===== config.mk =====
export PLATFORM = sky130hd
export DESIGN_NAME = scc_params
export DESIGN_NICKNAME = d
export VERILOG_FILES = /design/src/scc_result_mem.v /design/src/scc_params.v
export VERILOG_INCLUDE_DIRS = /design/src
export SDC_FILE = /design/constraint.sdc
export NUM_CORES = 1
export LEC_CHECK = 0
export ABC_AREA = 1
export BUFFER_PORTS_ARGS = -buffer_cell sky130_fd_sc_hd__buf_2
export CORE_ASPECT_RATIO = 1.75
export CORE_UTILIZATION = 30
export DETAILED_ROUTE_END_ITERATION = 10
export SLEW_MARGIN = 20
export SYNTH_ARGS = -nofsm -noshare
export SYNTH_HDL_FRONTEND = slang
export SYNTH_HIERARCHICAL = 1
export SYNTH_SLANG_ARGS = --single-unit
export TNS_END_PERCENT = 30

===== constraint.sdc =====
create_clock -name clock -period 3.7 [get_ports clock]
set_clock_uncertainty 0.05 [all_clocks]
set_input_delay 0 -clock clock [delete_from_list [all_inputs] [get_ports clock]]
set_output_delay 0 -clock clock [all_outputs]
set_load 0.03 [all_outputs]

===== src/scc_defs.vh =====
// register map, field positions, reset values and command codes
`ifndef SCC_DEFS_VH
`define SCC_DEFS_VH

// register indices as printed; byte address is four times the index
`define SCC_IDX_PEND_ADDR 8'h00
`define SCC_IDX_CHAN_EN 8'h01
`define SCC_IDX_EMIT_12 8'h02
`define SCC_IDX_EMIT_3 8'h03
`define SCC_IDX_PROX_ALIGN 8'h05
`define SCC_IDX_AMB_ALIGN 8'h06

// block-specific registers
`define SCC_ADDR_CMD 8'h20
`define SCC_ADDR_STATUS 8'h24
`define SCC_ADDR_ACT_ADDR 8'h28
`define SCC_ADDR_RES_BASE 8'h40
`define SCC_ADDR_RES_LAST 8'h54

// reset values
`define SCC_RST_PEND_ADDR 8'h00
`define SCC_RST_CHAN_EN 8'h00
`define SCC_RST_EMIT_12 8'h21
`define SCC_RST_EMIT_3 8'h04
`define SCC_RST_PROX_ALIGN 8'h00
`define SCC_RST_AMB_ALIGN 8'h00
`define SCC_RST_ACT_ADDR 8'h00

// writable bit masks
`define SCC_MSK_CHAN_EN 8'h77
`define SCC_MSK_EMIT_12 8'h77
`define SCC_MSK_EMIT_3 8'h07
`define SCC_MSK_PROX_ALIGN 8'h70
`define SCC_MSK_AMB_ALIGN 8'h30

// field positions
`define SCC_BIT_AUX_ON 6
`define SCC_BIT_IR_ON 5
`define SCC_BIT_VIS_ON 4
`define SCC_BIT_P3_ON 2
`define SCC_BIT_P2_ON 1
`define SCC_BIT_P1_ON 0
`define SCC_LSB_P1_EMIT 0
`define SCC_LSB_P2_EMIT 4
`define SCC_LSB_P3_EMIT 0
`define SCC_BIT_P1_LOW 4
`define SCC_BIT_P2_LOW 5
`define SCC_BIT_P3_LOW 6
`define SCC_BIT_VIS_LOW 4
`define SCC_BIT_IR_LOW 5

// command codes written to the command register
`define SCC_CMD_ADDR_CHANGE 8'h01
`define SCC_CMD_FORCE 8'h02

// channel numbers in sequence order
`define SCC_CH_P1 3'h0
`define SCC_CH_P2 3'h1
`define SCC_CH_P3 3'h2
`define SCC_CH_VIS 3'h3
`define SCC_CH_IR 3'h4
`define SCC_CH_AUX 3'h5

// AHB encodings
`define SCC_HTRANS_NONSEQ 2'h2
`define SCC_HTRANS_SEQ 2'h3

`endif


===== src/scc_result_mem.v =====
// result store: one 16-bit word per channel, registered read
module scc_result_mem (
  // clock
  input wire clock,
  // write port
  input wire wr_en,
  input wire [2:0] wr_addr,
  input wire [15:0] wr_data,
  // read port
  input wire [2:0] rd_addr,
  output reg [15:0] rd_data
);

  reg [15:0] mem [0:7];

  always @(posedge clock) begin
    if (wr_en) begin
      mem[wr_addr] <= wr_data;
    end
    rd_data <= mem[rd_addr];
  end

endmodule // scc_result_mem


===== src/scc_params.v =====
// configuration registers and measurement sequencer with AHB-Lite slave
`include "scc_defs.vh"

// Function
// - pending address applies only on change command
// - bit 6 runs aux channel into aux result
// - bit 5 runs ambient infrared channel
// - bit 4 runs ambient visible channel
// - bits 2..0 run proximity three, two, one
// - proximity one emitters from bits 2:0
// - emitter bits act independently, any combination
// - proximity two emitters bits 6:4, reset 0x21
// - proximity three emitters bits 2:0, reset 0x04
// - proximity alignment bits 6..4 pick low/high
// - ambient bit 5 picks infrared result alignment
// - ambient bit 4 picks visible result alignment
module scc_params (
  // clock and reset
  input wire clock,
  input wire rst_b,
  // AHB-Lite slave
  input wire hsel,
  input wire [7:0] haddr,
  input wire [1:0] htrans,
  input wire hwrite,
  input wire [2:0] hsize,
  input wire hready,
  input wire [31:0] hwdata,
  output wire [31:0] hrdata,
  output wire hreadyout,
  output wire hresp,
  // converter
  output reg conv_start_q,
  output reg [2:0] conv_sel_q,
  input wire conv_done,
  input wire [16:0] conv_value,
  // emitter drives
  output reg emitter_one_q,
  output reg emitter_two_q,
  output reg emitter_three_q,
  // bus address in use
  output reg [7:0] bus_address_q,
  // sequencer state
  output wire busy
);

  localparam ST_IDLE = 3'h0;
  localparam ST_PICK = 3'h1;
  localparam ST_START = 3'h2;
  localparam ST_WAIT = 3'h3;
  localparam ST_STORE = 3'h4;

  // configuration
  reg [7:0] pend_addr_q;
  reg [7:0] chan_list_q;
  reg [7:0] emit_12_q;
  reg [7:0] emit_3_q;
  reg [7:0] prox_align_q;
  reg [7:0] amb_align_q;

  // bus data phase
  reg wr_pend_q;
  reg rd_pend_q;
  reg [7:0] addr_q;

  // sequencer
  reg [2:0] state_q;
  reg [2:0] state_d;
  reg [2:0] chan_q;
  reg [15:0] result_q;
  reg force_q;

  wire [15:0] mem_rd_data;
  wire take;
  wire [2:0] rd_slot;

  // channel enable bit for a sequence slot
  function chan_on;
    input [7:0] list;
    input [2:0] ch;
    begin
      case (ch)
        `SCC_CH_P1: chan_on = list[`SCC_BIT_P1_ON];
        `SCC_CH_P2: chan_on = list[`SCC_BIT_P2_ON];
        `SCC_CH_P3: chan_on = list[`SCC_BIT_P3_ON];
        `SCC_CH_VIS: chan_on = list[`SCC_BIT_VIS_ON];
        `SCC_CH_IR: chan_on = list[`SCC_BIT_IR_ON];
        `SCC_CH_AUX: chan_on = list[`SCC_BIT_AUX_ON];
        default: chan_on = 1'b0;
      endcase
    end
  endfunction

  // low-bits choice for a sequence slot; aux always reports upper bits
  function low_pick;
    input [7:0] pa;
    input [7:0] aa;
    input [2:0] ch;
    begin
      case (ch)
        `SCC_CH_P1: low_pick = pa[`SCC_BIT_P1_LOW];
        `SCC_CH_P2: low_pick = pa[`SCC_BIT_P2_LOW];
        `SCC_CH_P3: low_pick = pa[`SCC_BIT_P3_LOW];
        `SCC_CH_VIS: low_pick = aa[`SCC_BIT_VIS_LOW];
        `SCC_CH_IR: low_pick = aa[`SCC_BIT_IR_LOW];
        default: low_pick = 1'b0;
      endcase
    end
  endfunction

  // emitter set for a slot; bit n drives emitter n+1, independently
  function [2:0] emit_pick;
    input [7:0] e12;
    input [7:0] e3;
    input [2:0] ch;
    begin
      case (ch)
        `SCC_CH_P1: emit_pick = e12[`SCC_LSB_P1_EMIT +: 3];
        `SCC_CH_P2: emit_pick = e12[`SCC_LSB_P2_EMIT +: 3];
        `SCC_CH_P3: emit_pick = e3[`SCC_LSB_P3_EMIT +: 3];
        default: emit_pick = 3'h0;
      endcase
    end
  endfunction

  // byte address of a register index; one word per register
  function [7:0] word_at;
    input [7:0] idx;
    begin
      word_at = {idx[5:0], 2'b00};
    end
  endfunction

  // result window: word-aligned addresses from first to last slot
  function in_results;
    input [7:0] a;
    begin
      in_results = (a >= `SCC_ADDR_RES_BASE) &&
        (a <= `SCC_ADDR_RES_LAST) && (a[1:0] == 2'b00);
    end
  endfunction

  // next slot in sequence order; aux is the last slot
  function [2:0] next_slot;
    input [2:0] ch;
    begin
      next_slot = ch + 3'h1;
    end
  endfunction

  // 16 of the 17 converter bits: low bits when set, upper when clear
  function [15:0] align16;
    input [16:0] v;
    input low;
    begin
      if (low) begin
        align16 = v[15:0];
      end else begin
        align16 = v[16:1];
      end
    end
  endfunction

  // address phase is taken on hready with a live transfer
  assign take = hsel & hready &
    (htrans == `SCC_HTRANS_NONSEQ | htrans == `SCC_HTRANS_SEQ);
  assign hreadyout = 1'b1;
  assign hresp = 1'b0;
  assign busy = (state_q != ST_IDLE);
  assign rd_slot = haddr[4:2];

  // address phase held for the data phase that follows
  always @(posedge clock or negedge rst_b) begin
    if (!rst_b) begin
      wr_pend_q <= 1'b0;
      rd_pend_q <= 1'b0;
      addr_q <= 8'h00;
    end else begin
      wr_pend_q <= take & hwrite;
      rd_pend_q <= take & ~hwrite;
      if (take) begin
        addr_q <= haddr;
      end
    end
  end

  // register writes in the data phase
  always @(posedge clock or negedge rst_b) begin
    if (!rst_b) begin
      pend_addr_q <= `SCC_RST_PEND_ADDR;
      chan_list_q <= `SCC_RST_CHAN_EN;
      emit_12_q <= `SCC_RST_EMIT_12;
      emit_3_q <= `SCC_RST_EMIT_3;
      prox_align_q <= `SCC_RST_PROX_ALIGN;
      amb_align_q <= `SCC_RST_AMB_ALIGN;
      bus_address_q <= `SCC_RST_ACT_ADDR;
      force_q <= 1'b0;
    end else begin
      force_q <= 1'b0;
      if (wr_pend_q) begin
        case (addr_q)
          word_at(`SCC_IDX_PEND_ADDR): pend_addr_q <= hwdata[7:0];
          word_at(`SCC_IDX_CHAN_EN):
            chan_list_q <= hwdata[7:0] & `SCC_MSK_CHAN_EN;
          word_at(`SCC_IDX_EMIT_12):
            emit_12_q <= hwdata[7:0] & `SCC_MSK_EMIT_12;
          word_at(`SCC_IDX_EMIT_3):
            emit_3_q <= hwdata[7:0] & `SCC_MSK_EMIT_3;
          word_at(`SCC_IDX_PROX_ALIGN):
            prox_align_q <= hwdata[7:0] & `SCC_MSK_PROX_ALIGN;
          word_at(`SCC_IDX_AMB_ALIGN):
            amb_align_q <= hwdata[7:0] & `SCC_MSK_AMB_ALIGN;
          `SCC_ADDR_CMD: begin
            if (hwdata[7:0] == `SCC_CMD_ADDR_CHANGE) begin
              bus_address_q <= pend_addr_q;
            end
            if (hwdata[7:0] == `SCC_CMD_FORCE) begin
              force_q <= 1'b1;
            end
          end
          default: begin
          end
        endcase
      end
    end
  end

  // read mux; results come from the memory's registered output
  reg [31:0] rd_mux;
  always @* begin
    rd_mux = 32'h0000_0000;
    if (rd_pend_q) begin
      case (addr_q)
        word_at(`SCC_IDX_PEND_ADDR): rd_mux[7:0] = pend_addr_q;
        word_at(`SCC_IDX_CHAN_EN): rd_mux[7:0] = chan_list_q;
        word_at(`SCC_IDX_EMIT_12): rd_mux[7:0] = emit_12_q;
        word_at(`SCC_IDX_EMIT_3): rd_mux[7:0] = emit_3_q;
        word_at(`SCC_IDX_PROX_ALIGN): rd_mux[7:0] = prox_align_q;
        word_at(`SCC_IDX_AMB_ALIGN): rd_mux[7:0] = amb_align_q;
        `SCC_ADDR_STATUS: rd_mux[3:0] = {busy, chan_q};
        `SCC_ADDR_ACT_ADDR: rd_mux[7:0] = bus_address_q;
        default: begin
          if (in_results(addr_q)) begin
            rd_mux[15:0] = mem_rd_data;
          end
        end
      endcase
    end
  end
  assign hrdata = rd_mux;

  // sequencer next state
  // a force that arrives mid-sequence is dropped, not queued
  always @* begin
    state_d = state_q;
    case (state_q)
      ST_IDLE: begin
        if (force_q) begin
          state_d = ST_PICK;
        end
      end
      ST_PICK: begin
        if (chan_on(chan_list_q, chan_q)) begin
          state_d = ST_START;
        end else if (chan_q == `SCC_CH_AUX) begin
          state_d = ST_IDLE;
        end
      end
      ST_START: state_d = ST_WAIT;
      ST_WAIT: begin
        if (conv_done) begin
          state_d = ST_STORE;
        end
      end
      ST_STORE: begin
        if (chan_q == `SCC_CH_AUX) begin
          state_d = ST_IDLE;
        end else begin
          state_d = ST_PICK;
        end
      end
      default: state_d = ST_IDLE;
    endcase
  end

  // sequencer registers; emitters light with the start pulse and go
  // dark on the edge that sees done, so they frame one conversion only
  always @(posedge clock or negedge rst_b) begin
    if (!rst_b) begin
      state_q <= ST_IDLE;
      chan_q <= `SCC_CH_P1;
      result_q <= 16'h0000;
      conv_start_q <= 1'b0;
      conv_sel_q <= 3'h0;
      emitter_one_q <= 1'b0;
      emitter_two_q <= 1'b0;
      emitter_three_q <= 1'b0;
    end else begin
      state_q <= state_d;
      conv_start_q <= (state_q == ST_PICK) &
        chan_on(chan_list_q, chan_q);
      case (state_q)
        ST_IDLE: chan_q <= `SCC_CH_P1;
        ST_PICK: begin
          if (chan_on(chan_list_q, chan_q)) begin
            conv_sel_q <= chan_q;
            {emitter_three_q, emitter_two_q, emitter_one_q} <=
              emit_pick(emit_12_q, emit_3_q, chan_q);
          end else if (chan_q != `SCC_CH_AUX) begin
            chan_q <= next_slot(chan_q);
          end
        end
        ST_WAIT: begin
          if (conv_done) begin
            {emitter_three_q, emitter_two_q, emitter_one_q} <= 3'h0;
            result_q <= align16(conv_value,
              low_pick(prox_align_q, amb_align_q, chan_q));
          end
        end
        ST_STORE: begin
          if (chan_q != `SCC_CH_AUX) begin
            chan_q <= next_slot(chan_q);
          end
        end
        default: begin
        end
      endcase
    end
  end

  // only an enabled slot reaches the store state
  scc_result_mem u_mem (
    .clock(clock),
    .wr_en(state_q == ST_STORE),
    .wr_addr(chan_q),
    .wr_data(result_q),
    .rd_addr(rd_slot),
    .rd_data(mem_rd_data)
  );

endmodule // scc_params


==> impl_results.html <==
<table>
<tr><th>Metric</th><th>Value</th></tr>
<tr><th colspan="2">Status</th></tr>
<tr><td>Status</td><td>complete, but fails checks</td></tr>
<tr><td>Failing checks</td><td>hold timing</td></tr>
<tr><th colspan="2">Global route</th></tr>
<tr><td>Overall global routing resource usage</td><td>15.7%</td></tr>
<tr><td>Global-route wire length before repair</td><td>42300 um</td></tr>
<tr><td>Vias in the first global route</td><td>7928</td></tr>
<tr><td>Total global routing overflow</td><td>0</td></tr>
<tr><td>Met3 Track Usage GR</td><td>1.38%</td></tr>
<tr><td>Antenna violations before repair</td><td>0</td></tr>
<tr><td>M2 GR Usage</td><td>31.3%</td></tr>
<tr><td>Met1 GRT Util</td><td>15.7%</td></tr>
<tr><td>Maximum number of pins on one net before global-route repair</td><td>66</td></tr>
<tr><td>Layer with the highest usage</td><td>met2</td></tr>
<tr><th colspan="2">Final layout</th></tr>
<tr><td>Ant diodes</td><td>0</td></tr>
<tr><td>Post-Route Utilization</td><td>35.6%</td></tr>
<tr><td>Final-layout fill cell count</td><td>3474</td></tr>
<tr><td>Most used cells in the layout excluding fill and tap cells</td><td>nand2_1 (386), inv_1 (184), edfxtp_1 (128), nand3_1 (127), nor2_1 (82)</td></tr>
<tr><td>Fin cells</td><td>1783</td></tr>
<tr><td>Number of nets in the final layout</td><td>1382</td></tr>
<tr><td>Most common cell after layout, fill and taps aside</td><td>nand2_1</td></tr>
<tr><td>Area growth from synthesis to layout</td><td>17.1%</td></tr>
<tr><td>Share of final-layout standard cells stronger than drive strength 1</td><td>12.1%</td></tr>
<tr><th colspan="2">Synth</th></tr>
<tr><td>Number of enable-type register cells in the synthesized netlist</td><td>128</td></tr>
<tr><td>Sequential area share after synthesis</td><td>58.1%</td></tr>
<tr><td>Library cells used by synthesis</td><td>36</td></tr>
<tr><td>Post-synthesis instance area</td><td>0.0104 sq mm</td></tr>
<tr><td>Synthesized area per cell</td><td>8.69 sq um</td></tr>
<tr><td>Share of flip-flops with an asynchronous set or reset after synthesis</td><td>34.5%</td></tr>
<tr><td>Main synth FF type</td><td>edfxtp_1</td></tr>
<tr><td>Number of flip-flops and latches in the synthesized netlist</td><td>220</td></tr>
<tr><td>Number of standard cells after synthesis</td><td>1201</td></tr>
<tr><td>Number of warnings issued by yosys</td><td>6</td></tr>
<tr><th colspan="2">Power and ir drop</th></tr>
<tr><td>Leakage</td><td>6.03 nW</td></tr>
<tr><td>Overall power of the completed layout</td><td>0.00662 W</td></tr>
<tr><td>Pwr dens</td><td>541 mW/mm^2</td></tr>
<tr><td>Max rail drop VDD</td><td>0.438 mV</td></tr>
<tr><th colspan="2">Timing</th></tr>
<tr><td>Hold slack final</td><td>-0.00161 ns</td></tr>
<tr><td>Part of the cycle the worst path needs</td><td>75.9%</td></tr>
<tr><td>Fmax achieved</td><td>0.356 GHz</td></tr>
<tr><td>TNS Setup</td><td>0 ns</td></tr>
<tr><td>Crit path time final</td><td>2.81 ns</td></tr>
<tr><td>Least-Margin Pin Slew</td><td>0.809 ns</td></tr>
<tr><td>Hold violation count in the final report</td><td>1</td></tr>
<tr><td>RSZ-0062 raised after global routing</td><td>no</td></tr>
<tr><td>Worst slew slack as a fraction of its limit</td><td>46.1%</td></tr>
<tr><td>Number of pins with negative max-slew slack in the final report</td><td>0</td></tr>
<tr><td>Final number of setup-violating endpoints</td><td>0</td></tr>
<tr><th colspan="2">Critical path</th></tr>
<tr><td>Critical path class</td><td>reg -&gt; reg</td></tr>
<tr><td>Category of the worst setup path capture point</td><td>flop</td></tr>
<tr><td>Critical-path maximum fanout</td><td>17</td></tr>
<tr><td>CP startpoint kind</td><td>flop</td></tr>
<tr><td>Worst EP required</td><td>4.04 ns</td></tr>
<tr><td>Reg2reg path depth</td><td>11</td></tr>
<tr><td>Arrival time of the worst setup path</td><td>3.15 ns</td></tr>
<tr><th colspan="2">Die</th></tr>
<tr><td>Total core area</td><td>0.0343 sq mm</td></tr>
<tr><td>Die Height</td><td>249 um</td></tr>
<tr><td>Chip width</td><td>143 um</td></tr>
<tr><td>Core Rows</td><td>90</td></tr>
<tr><td>Total I/O pin count</td><td>118</td></tr>
<tr><td>Starting Density</td><td>30.4%</td></tr>
<tr><td>DIE AREA</td><td>0.0356 sq mm</td></tr>
<tr><th colspan="2">Detailed routing</th></tr>
<tr><td>Pre-Repair DR Iteration Count</td><td>5</td></tr>
<tr><td>Post-detailed-route wirelength per cell</td><td>15.2 um</td></tr>
<tr><td>Drc violations</td><td>0</td></tr>
<tr><td>Number of nets still failing antenna checks after routing</td><td>0</td></tr>
<tr><td>Total wire length after detailed routing</td><td>27200 um</td></tr>
<tr><td>Vias/cell</td><td>4.49</td></tr>
<tr><td>Drt first-iter violations</td><td>393</td></tr>
<tr><td>Vias</td><td>8011</td></tr>
<tr><th colspan="2">Placed design</th></tr>
<tr><td>DPL Wire Length</td><td>18500 um</td></tr>
<tr><td>Port buffer count</td><td>71</td></tr>
<tr><td>Cell total after placement</td><td>1705</td></tr>
<tr><td>Final Wtd Congestion</td><td>0.898</td></tr>
<tr><th colspan="2">Run</th></tr>
<tr><td>Number of maximum-capacitance violations</td><td>0</td></tr>
<tr><th colspan="2">Clocking</th></tr>
<tr><td>Clock insertion delay at the later pin of the skew report</td><td>0.51 ns</td></tr>
<tr><td>Buffer type at the clock tree root</td><td>clkbuf_16</td></tr>
<tr><td>Worst-path clk slew</td><td>0.07 ns</td></tr>
<tr><td>TritonCTS clock tree</td><td>done</td></tr>
<tr><td>Clock buffer count from CTS</td><td>20</td></tr>
<tr><td>Maximum count of clock buffers along a single path</td><td>3</td></tr>
<tr><td>Post-cts resize count</td><td>0</td></tr>
<tr><td>Number of clock sinks</td><td>220</td></tr>
<tr><td>Htree depth</td><td>1</td></tr>
<tr><th colspan="2">Worst hold path</th></tr>
<tr><td>Class of the tightest hold or removal check</td><td>in -&gt; async</td></tr>
</table>
## sequential cells by signal, summed over array words and instances (netlist names)
register,cells
emitter_one_q,1
amb_align_q,2
rd_pend_q,1
bus_address_q,8
state_q,3
prox_align_q,3
result_q,16
emitter_three_q,1
conv_sel_q,3
emit_12_q,6
chan_q,3
emit_3_q,3
force_q,1
u_mem/mem,128
addr_q,8
conv_start_q,1
emitter_two_q,1
pend_addr_q,8
wr_pend_q,1
chan_list_q,6
u_mem/rd_data,16
## final timing paths
| check | to | startpoint | slack, ns |
|---|---|---|---|
| setup / recovery | result_q[15] | chan_q[1] | 0.89 |
| hold / removal | addr_q[7] | rst_b | -0.002 |
| setup reg to reg | result_q[15] | chan_q[1] | 0.89 |
| hold reg to reg | emit_3_q[0] | emit_3_q[0] | 0.45 |
| max in group asynchronous | emit_12_q[0] | rst_b | 2.67 |
| min in group clock | addr_q[3] | haddr[3] | 0.07 |
## metrics by stage
| step | setup slack, ns | hold slack (ns) | instance area, sq um |
|---|---|---|---|
| 6_report | 0.892 | -0.00161 | 12200 |
| 3_3_place_gp | 1.48 | -0.00767 | 11100 |
| 5_1_grt | 0.619 | 0.0460 | 12200 |
| 3_5_place_dp | 1.45 | 0.00216 | 11100 |
| 2_1_floorplan | 1.77 | -0.346 | 10500 |
| 4_1_cts | 0.885 | 0.0128 | 12200 |
## critical path, cell delays in order (launching register included)
cell           delay, ns
dfrtp_1             0.55
inv_1               0.18
ha_1                0.26
inv_1               0.06
nor2_1              0.08
nand2_1             0.09
nand2_1             0.06
inv_2               0.28
nand2_4             0.21
o21ai_0             0.19
o21ai_0             0.10
dlygate4sd3_1       0.57
## cells in the mapped netlist (9+ instances only)
library cell | count | share of area, %
a21oi_1 | 24 | 1.2
o21ai_1 | 11 | 0.53
buf_2 | 17 | 0.81
edfxtp_1 | 128 | 37
inv_2 | 11 | 0.40
nand3_1 | 127 | 6.1
inv_1 | 184 | 6.6
nor2_1 | 82 | 2.9
buf_4 | 26 | 1.9
o21ai_0 | 49 | 2.3
dfxtp_1 | 16 | 3.1
buf_6 | 9 | 0.97
dfrtp_1 | 73 | 17
nand2_1 | 386 | 14
## where the power goes
group | total, W | leakage [nW] | internal (W) | switching [W]
combinational | 0.00129 | 3.55 | 0.000433 | 0.000852
clock | 0.00207 | 0.311 | 0.00114 | 0.000931
sequential | 0.00326 | 2.17 | 0.00298 | 0.000286
## cell families (layout without fill, tap and decap cells)
group	Yosys count	count (layout)	synth area share (%)
AOI/OAI and AO/OA	93	93	4.78
muxes	1	1	0.108
adders and majority gates	5	5	0.599
buffers and inverters	254	360	10.9
DFF	220	220	58.1
other	2	18	0.0719
and+or+nand+nor	626	626	25.4
## final cells by class
type                            count  area [sq um]  share of cell area (%)
Sequential cell                   220          6070                    49.7
Multi-Input combinational cell    743          3290                    26.9
Clock inverter                     12           109                   0.890
Tap cell                          460           576                    4.71
Clock buffer                       24           547                    4.47
Inverter                          195           732                    5.99
Timing Repair Buffer              129           898                    7.35
## layer usage
layer,share of wire [%],up-vias
li1,-,3959
met1,37,3783
met2,56,219
met3,3.4,50
met4,3.7,0
met5,0,-
## what timing repair did
item	4_1_cts	5_1_grt
hold buffers	42	0
setup endpoints to repair	0	0
endpoints found under the hold margin	122	0
setup buffers	0	0
Note: power is estimated with default switching activity, not from simulation.
